File: src/hdl/wdc_pkg.sv
package wdc_pkg;
  localparam int PWM_PERIOD_CYC = 1000;
  localparam int BLANK_CYC = 200;
  localparam int MIX_PCT = 75;
  localparam int PCT_FULL = 100;
  localparam int CNT_W = 16;
  localparam int MIX_POINT_CYC = PWM_PERIOD_CYC * MIX_PCT / PCT_FULL;

  // gate patterns {hiA, loA, hiB, loB}
  localparam logic [3:0] GATE_OFF = 4'h0;
  localparam logic [3:0] GATE_POS = 4'h9;
  localparam logic [3:0] GATE_NEG = 4'h6;
  localparam logic [3:0] GATE_LOWS = 4'h5;

  // synchroniser reset levels; output enable idles at its off level
  localparam logic [6:0] PIN_SYNC_RST = 7'h01;

  // decay mode, one-hot; decoded from the {driven, level} pins
  typedef enum logic [2:0] {
    DEC_SLOW = 3'b001,
    DEC_FAST = 3'b010,
    DEC_MIXED = 3'b100
  } wdc_decay_type;

  // per-winding bridge command
  typedef enum logic [2:0] {
    BR_OFF = 3'b000,
    BR_DRIVE = 3'b001,
    BR_REVERSE = 3'b010,
    BR_BRAKE = 3'b100
  } wdc_bridge_type;
endpackage

File: src/hdl/wdc_timer_if.sv
interface wdc_timer_if;
  import wdc_pkg::*;
  logic periodStart;
  logic inBlank;
  logic pastMix;
  modport source (output periodStart, output inBlank, output pastMix);
  modport sink (input periodStart, input inBlank, input pastMix);
endinterface

File: src/hdl/wdc_pwm_timer.sv
module wdc_pwm_timer #(
  parameter int PERIOD = wdc_pkg::PWM_PERIOD_CYC,
  parameter int BLANK = wdc_pkg::BLANK_CYC,
  parameter int MIXPT = wdc_pkg::MIX_POINT_CYC
) (
  input wire logic clk,
  input wire logic nrst,
  input wire logic run,
  wdc_timer_if.source tmr
);
  import wdc_pkg::*;
  logic [CNT_W-1:0] cnt_q;

  // free-running period counter, held at zero while idle
  always_ff @(posedge clk) begin
    if (!nrst || !run) begin
      cnt_q <= '0;
    end else if (cnt_q == CNT_W'(PERIOD - 1)) begin
      cnt_q <= '0;
    end else begin
      cnt_q <= cnt_q + 1'b1;
    end
  end

  assign tmr.periodStart = run && (cnt_q == '0);
  assign tmr.inBlank = cnt_q < CNT_W'(BLANK);
  assign tmr.pastMix = cnt_q >= CNT_W'(MIXPT);
endmodule

File: src/hdl/wdc_chopper.sv
module wdc_chopper #(
  parameter int PERIOD = wdc_pkg::PWM_PERIOD_CYC,
  parameter int BLANK = wdc_pkg::BLANK_CYC
) (
  input wire logic clk,
  input wire logic nrst,
  input wire logic output_enable_n,
  input wire logic indexer_clear_n,
  input wire logic decayPinIn,
  input wire logic decayPinDriven,
  input wire logic chop_threshold,
  input wire logic nearZero,
  input wire logic driveDir,
  input wire logic currentFalling,
  input wire logic stepIn,
  output logic stepAccept,
  output logic hiA,
  output logic loA,
  output logic hiB,
  output logic loB,
  output logic bridgeEn,
  output wdc_pkg::wdc_bridge_type bridgeState,
  output wdc_pkg::wdc_decay_type decayMode
);
  import wdc_pkg::*;

  localparam int MIXPT = PERIOD * MIX_PCT / PCT_FULL;
  localparam int PIN_N = 7;

  // synced copies of the pins
  logic [PIN_N-1:0] pinRaw;
  logic [PIN_N-1:0] pinSync;
  logic oenS;
  logic clrS;
  logic decS;
  logic drvS;
  logic trpS;
  logic zroS;
  logic stpS;

  logic [3:0] gate_d;
  logic stepLast_q;
  logic run;
  logic tripped_q;
  logic zeroSeen_q;
  wdc_bridge_type bridge_d, bridge_q;
  wdc_decay_type mode_q;
  wdc_timer_if tmr();

  // the seven pins in pinRaw pass two flops before use; driveDir and currentFalling are read directly
  assign pinRaw = {stepIn, nearZero, chop_threshold,
                   decayPinDriven, decayPinIn,
                   indexer_clear_n, output_enable_n};
  for (genvar p = 0; p < PIN_N; p++) begin : g_sync
    logic meta_q;
    logic sync_q;
    // per-pin pair; only the second flop is read
    always_ff @(posedge clk) begin
      if (!nrst) begin
        meta_q <= PIN_SYNC_RST[p];
        sync_q <= PIN_SYNC_RST[p];
      end else begin
        meta_q <= pinRaw[p];
        sync_q <= meta_q;
      end
    end
    assign pinSync[p] = sync_q;
  end

  assign oenS = pinSync[0];
  assign clrS = pinSync[1];
  assign decS = pinSync[2];
  assign drvS = pinSync[3];
  assign trpS = pinSync[4];
  assign zroS = pinSync[5];
  assign stpS = pinSync[6];

  // stopped chopper holds the timer at zero
  assign run = !oenS && clrS;

  // step edges only recognised while enabled and not cleared
  always_ff @(posedge clk) begin
    if (!nrst || !clrS) begin
      stepLast_q <= 1'b0;
    end else begin
      stepLast_q <= stpS;
    end
  end

  // combinational pulse, so a step costs no extra cycle
  assign stepAccept = run && stpS && !stepLast_q;

  // decay select latched at each period start to avoid mid-cycle changes
  always_ff @(posedge clk) begin
    if (!nrst) begin
      mode_q <= DEC_MIXED;
    end else if (tmr.periodStart || !run) begin
      if (!drvS) begin
        mode_q <= DEC_MIXED;
      end else if (decS) begin
        mode_q <= DEC_FAST;
      end else begin
        mode_q <= DEC_SLOW;
      end
    end
  end
  assign decayMode = mode_q;

  wdc_pwm_timer #(
    .PERIOD(PERIOD),
    .BLANK(BLANK),
    .MIXPT(MIXPT)
  ) uTimer (
    .clk(clk),
    .nrst(nrst),
    .run(run),
    .tmr(tmr.source)
  );

  // trip latch; comparator masked in blanking, cleared at period start
  always_ff @(posedge clk) begin
    if (!nrst || !run || tmr.periodStart) begin
      tripped_q <= 1'b0;
    end else if (trpS && !tmr.inBlank) begin
      tripped_q <= 1'b1;
    end
  end

  // once near zero in fast decay, stay off to block reverse build-up
  always_ff @(posedge clk) begin
    if (!nrst || !run || tmr.periodStart) begin
      zeroSeen_q <= 1'b0;
    end else if (tripped_q && zroS) begin
      zeroSeen_q <= 1'b1;
    end
  end

  // period start drives at once; the old trip is only cleared on that edge
  always_comb begin
    if (!run) begin
      bridge_d = BR_OFF;
    end else if (!tripped_q || tmr.periodStart) begin
      bridge_d = BR_DRIVE;
    end else begin
      case (mode_q)
        DEC_SLOW: bridge_d = BR_BRAKE;
        DEC_FAST: bridge_d = zeroSeen_q ? BR_OFF : BR_REVERSE;
        DEC_MIXED: begin
          if (!currentFalling || tmr.pastMix) begin
            bridge_d = BR_BRAKE;
          end else begin
            bridge_d = zeroSeen_q ? BR_OFF : BR_REVERSE;
          end
        end
        default: bridge_d = BR_OFF;
      endcase
    end
  end

  // state and gates change on the same edge
  always_ff @(posedge clk) begin
    if (!nrst) begin
      bridge_q <= BR_OFF;
    end else begin
      bridge_q <= bridge_d;
    end
  end
  assign bridgeState = bridge_q;

  // direction picks the diagonal; no leg ever has both switches on
  always_comb begin
    gate_d = GATE_OFF;
    case (bridge_d)
      BR_DRIVE: begin
        if (driveDir) begin
          gate_d = GATE_POS;
        end else begin
          gate_d = GATE_NEG;
        end
      end
      BR_REVERSE: begin
        if (driveDir) begin
          gate_d = GATE_NEG;
        end else begin
          gate_d = GATE_POS;
        end
      end
      BR_BRAKE: gate_d = GATE_LOWS;
      default: gate_d = GATE_OFF;
    endcase
  end

  // gates registered so no decode glitch reaches the drivers
  always_ff @(posedge clk) begin
    if (!nrst) begin
      {hiA, loA, hiB, loB} <= GATE_OFF;
    end else begin
      {hiA, loA, hiB, loB} <= gate_d;
    end
  end

  // enable follows any state but off
  always_ff @(posedge clk) begin
    if (!nrst) begin
      bridgeEn <= 1'b0;
    end else begin
      bridgeEn <= bridge_d != BR_OFF;
    end
  end
endmodule

File: config.mk
export PLATFORM = sky130hd
export DESIGN_NAME = wdc_chopper
export DESIGN_NICKNAME = d
export VERILOG_FILES = /design/src/hdl/wdc_pkg.sv /design/src/hdl/wdc_timer_if.sv /design/src/hdl/wdc_pwm_timer.sv /design/src/hdl/wdc_chopper.sv
export SDC_FILE = /design/constraint.sdc
export NUM_CORES = 1
export LEC_CHECK = 0
export ABC_AREA = 1
export BUFFER_PORTS_ARGS = -buffer_cell sky130_fd_sc_hd__buf_2
export CAP_MARGIN = 20
export CORE_UTILIZATION = 35
export CTS_BUF_LIST = sky130_fd_sc_hd__clkbuf_16
export CTS_CLUSTER_SIZE = 14
export DETAILED_ROUTE_END_ITERATION = 8
export HOLD_SLACK_MARGIN = 0.05
export PLACE_DENSITY_LB_ADDON = 0.25
export SYNTH_ARGS = -nofsm -noshare
export SYNTH_HDL_FRONTEND = slang
export SYNTH_HIERARCHICAL = 1
export SYNTH_SLANG_ARGS = --single-unit
File: constraint.sdc
create_clock -name clk -period 4.76 [get_ports clk]
set_input_delay 0.714 -clock clk [delete_from_list [all_inputs] [get_ports clk]]
set_output_delay 0.714 -clock clk [all_outputs]
set_load 0.005 [all_outputs]
After elaboration in Yosys (flattened, before gate mapping)
Index checks and enable logic that the tools add are counted.

word-level totals
  input port bits = 11
  bits in latches = 0
  output and inout port bits = 12
  memory bits (read-only) = 0
  word-level logic and storage cells = 68
  memories = 0
  bits in writable memories = 0
  register bits = 44

cells by class
  bitwise gates (word level) = 0
  add/sub/neg operators = 1
  multipliers = 0
  div/mod/pow operators = 0
  reduce and logical (&&, ||, !) cells = 23
  shift operators = 0
  equality and inequality tests = 7
  order comparisons = 2
  muxes and demuxes = 10

operator list
  kind                                                    number
  adder 16 x 1 -> 16 bit (second input constant)          1
  equality test 16 x 10 -> 1 bit (second input constant)  1
  >= comparator 16 x 10 -> 1 bit (second input constant)  1
  logical NOT 16 bit                                      1
  < comparator 16 x 8 -> 1 bit (second input constant)    1
  two-way mux 3 bit                                       4
  case mux 4 bit (3 select lines)                         1
  case mux 3 bit (3 select lines)                         1
  logical NOT 1 bit                                       8
  two-way mux 4 bit                                       2
  equality test 3 x 1 -> 1 bit (second input constant)    2
  equality test 3 x 2 -> 1 bit (second input constant)    2
  equality test 3 bit (second input constant)             2
  logical AND 1 bit                                       6
  logical OR 1 bit                                        6
  two-way mux 2 bit                                       2
  nonzero test 3 bit                                      1
  OR reduction 2 bit                                      1

Depth between registers and ports, before layout
  word-level depth = 8
  gate-level depth with buffers = 12
  gate-level depth less buffers = 12

Cells and area by module
Netlist, hierarchy kept.

modules (own cells, without submodules)
  module         cells an instance  seq. area each (µm²)  area an instance (µm²)  instances
  wdc_chopper    115                560.5                 943.4                   1
  wdc_pwm_timer  143                320.3                 918.4                   1

Worst setup path before layout
Ideal clock, no wire load.

  kind = reg-to-reg
  from = register uTimer.cnt_q[0]
  to = register loA
  stages on the path, launching flop included = 12
  slack = 3.177 ns
  data required time = 4.643 ns
  path buffers = 0
  clock period less this slack = 1.583 ns
  data arrival time = 1.466 ns
  library setup time = 0.117 ns
  path through = dfxtp_1 inv_1 ha_1 nand3_1 nor4_1 nor2_2 nand2_2 nor2_2 nand2_2 nand2_1 nand2_1 nand2_1

on the way
  elaborated cells on any way between the ends = 13
  those cells by class = order compare: 1; eq/ne: 3; mux: 5; reduce/logical: 4

RTL lines
  item                                               line                 RTL
  from (decl)                                        wdc_pwm_timer.sv:12  logic [CNT_W-1:0] cnt_q;
  from (signal assigned)                             wdc_pwm_timer.sv:21  cnt_q <= cnt_q + 1'b1;
  logical NOT 16 bit *                               wdc_pwm_timer.sv:25  assign tmr.periodStart = run && (cnt_q == '0);
  logical AND 1 bit *                                wdc_pwm_timer.sv:25
  net tmr.periodStart                                wdc_timer_if.sv:3    logic periodStart;
  logical OR 1 bit *                                 wdc_chopper.sv:142   end else if (!tripped_q || tmr.periodStart) begin
  two-way mux 3 bit *                                wdc_chopper.sv:142
  two-way mux 3 bit *                                wdc_chopper.sv:140   if (!run) begin
  equality test 3 bit, or another cell as far along  wdc_chopper.sv:173   case (bridge_d)
  case mux 4 bit (3 select lines) *                  wdc_chopper.sv:173
  to (signal assigned)                               wdc_chopper.sv:198   {hiA, loA, hiB, loB} <= gate_d;
  to (decl)                                          wdc_chopper.sv:18    output logic loA,

The timed path passes the listed nets; every way through them passes the cells marked *.
A chain may end at the register's enable or synchronous reset.

Worst setup path in the final report
  from = register g_sync[1].sync_q (netlist: clrS)
  to = output stepAccept

on the way
  word-level cells in the longest chain between the ends = 3

ends and longest elaborated chain
  item                             line               RTL
  from (decl)                      wdc_chopper.sv:56  logic sync_q;
  from (signal assigned)           wdc_chopper.sv:61  sync_q <= PIN_SYNC_RST[p];
  from (signal assigned)           wdc_chopper.sv:64  sync_q <= meta_q;
  logical AND 1 bit                wdc_chopper.sv:79  assign run = !oenS && clrS;
  net run                          wdc_chopper.sv:43  logic run;
  logical AND 1 bit (2 in series)  wdc_chopper.sv:91  assign stepAccept = run && stpS && !stepLast_q;
  to (decl)                        wdc_chopper.sv:16  output logic stepAccept,

The timed path passes the listed nets, and every way through them passes these cells.

==> flow_summary.toml <==
[placed_design]
placed_area_mm2 = 0.00203
numPortBuffers = 22
post-place-ws_ns = 2.92
place_congestion = 0.769
dp.final_hpwl_um = 2560

[clock_network]
max-clock-path-buffers = 2
cts_tree = "yes"
path_clk_slew_ns = 0.06
cts_root_buf = "clkbuf_16"
clkSinkCount = 44
worstSkewPairLatency_ns = 0.28
cts_buffers = 5
htree_levels = 2
cts_resized = 0
cts_setup_buffers = 0
cts_hold_buffers = 0

[layout]
finish.utilization = 0.431
fin_nets = 297
drive_gt1_frac = 0.158
n_fill_cell = 532
final_common_cell = "nand2_1"
insertedDiodeCount = 0
final_area_mm2 = 0.00220
syn_to_final_growth_pct = 18.3
multi_input_comb_area_um2 = 766
regArea_um2 = 881
final_cell_mix = "nand2_1 (63), inv_1 (47), dfxtp_1 (44)"

[die]
start_util = 0.365
die_h_um = 74.9
core_area_mm2 = 0.00511
rows = 26
dieArea_mm2 = 0.00562
io_pins = 23
die_w_um = 74.9

[global_route]
grt.overflow.total = 0
grt.total_usage = 0.139
grt_start_max_net_pins = 20
grt_first_pass_wirelength_um = 5800
antenna_found_initial = 0
grt_pass1_vias = 1340

[timing]
final_hold_viol_count = 0
maxSlewHeadroom = 0.559
final-setup-viol-count = 0
fin_ws_ns = 2.88
post-route-period-util = 0.394
rsz0062_at_grt = "false"
worst_slew_pin_slew_ns = 0.655
max_freq_mhz = 533
slew_violations = 0
fin_worst_skew_ns = 0.00383
tns_ns = 0
period_needed_ns = 1.88

[setup_path]
worst-path-max-fanout = 7
r2r_cells = 10
endpoint_kind = "output pin"
path_class = "reg2out"
startpoint_type = "register"
arrival_ns = 1.16
required_ns = 4.05

[power]
ir_drop_uv = 199
p_leak_nw = 1.00
pwr_density_cell_mw_per_mm2 = 358
total_power_uw = 788

[detailed_routing]
drtIter0Drc = 77
drc = 0
antenna_left = 0
viasPerCell = 4.32
totalWireLength_um = 3420
vias = 1534
wl_per_cell_um = 9.62
dr.pass1.iters = 4

[run]
cap_violations = 0

[synthesis]
synth_seq_area_share = 0.473
synth_seq_cells = 44
yosys_warnings = 6
synth_cell_types = 27
synthTopCellsByArea = "dfxtp_1 (47%), nand2_1 (13%), inv_1 (9.5%), nor2_1 (6.3%), a21oi_1 (4.0%)"
avgSynthCellArea_um2 = 7.22
synth_nets = 271
synth_top_cell_by_area = "dfxtp_1"
synth_area_mm2 = 0.00186
synthesis.instances = 258
synth_top_area_share = 0.473

[outcome]
outcome = "completed"

[min_path]
hp-class = "reg2reg"
hold_path_depth = 2
==> worst max-delay path, stage by stage (launching register included) <==
cell     delay [ns]
dfxtp_1        0.32
inv_2          0.05
nor2_4         0.18
inv_1          0.07
nor3_1         0.13
buf_2          0.14
==> stage by stage <==
step           hold WS, ns  instances
2_1_floorplan        0.390        258
3_5_place_dp         0.400        347
3_3_place_gp         0.394        347
4_1_cts              0.415        355
6_report             0.411        355
5_1_grt              0.426        355
==> cells in the mapped netlist <==
| cell type | instances |
|---|---|
| xor2_1 | 2 |
| a21oi_1 | 15 |
| nand3_1 | 14 |
| inv_2 | 3 |
| nand2_4 | 1 |
| o21ai_2 | 1 |
| a31oi_1 | 1 |
| or2_1 | 1 |
| buf_4 | 1 |
| nand4_1 | 7 |
| inv_1 | 47 |
| nor2_4 | 2 |
| o22ai_1 | 2 |
| o21ai_0 | 3 |
| nor2_1 | 31 |
| nand2_1 | 63 |
| nor4_1 | 1 |
| nand2_2 | 3 |
| xnor2_1 | 2 |
| ha_1 | 2 |
| buf_2 | 1 |
| nor2_2 | 3 |
| or2_2 | 2 |
| dfxtp_1 | 44 |
| buf_8 | 1 |
| o21ai_1 | 1 |
| nor3_1 | 4 |
==> logic make-up (layout without fill, tap and decap cells) <==
group	count (synthesis)	in the layout	share of synthesized area
AO/OA/AOI/OAI	23	23	0.0659
XOR/XNOR	4	4	0.0188
adder cells (fa/ha/maj)	2	2	0.0134
buffers and inverters	53	80	0.116
flip-flops	44	44	0.473
AND/OR/NAND/NOR	132	132	0.313
==> flip-flops by register name, indices dropped and copies added, names as in the netlist <==
signal and cells:
g_sync.meta_q 7, stepLast_q 1, clrS 1, decS 1, zeroSeen_q 1, bridgeState 3
hiA 1, tripped_q 1, loA 1, hiB 1, drvS 1, bridgeEn 1
g_sync.sync_q 4, loB 1, decayMode 3, uTimer/cnt_q 16
==> final cells by class <==
cell class                      count  area share
Sequential cell                    44       0.400
Inverter                           50      0.0852
Multi-Input combinational cell    161       0.348
Tap cell                           70      0.0398
Clock inverter                      3      0.0210
Timing Repair Buffer               22      0.0500
Clock buffer                        5      0.0568
==> where the power goes <==
group / internal [mW] / total [mW] / switching, mW
registers: 0.376 / 0.378 / 0.00239
logic: 0.00875 / 0.0204 / 0.0117
clock network: 0.249 / 0.390 / 0.141
total: 0.634 / 0.788 / 0.155
==> worst paths after layout <==
path	startpoint	to	slack, ns
hold reg to reg	g_sync[1].meta_q$_SDFF_PN0_	clrS$_SDFF_PN0_	0.41
setup reg to reg	uTimer/cnt_q[10]$_SDFF_PP0_	loA$_SDFF_PN0_	2.94
setup / recovery	clrS$_SDFF_PN0_	stepAccept	2.88
hold / removal	g_sync[1].meta_q$_SDFF_PN0_	clrS$_SDFF_PN0_	0.41
==> per-layer routing <==
| metal | up-vias | track usage | wire, um |
|---|---|---|---|
| met2 | 20 | 0.212 | 1520 |
| met1 | 667 | 0.183 | 1750 |
| met5 | - | 0 | 0 |
| met3 | 5 | 0.0442 | 99 |
| li1 | 842 | - | - |
| met4 | 0 | 0.0524 | 45 |
Power figures use the tool's default switching activity.
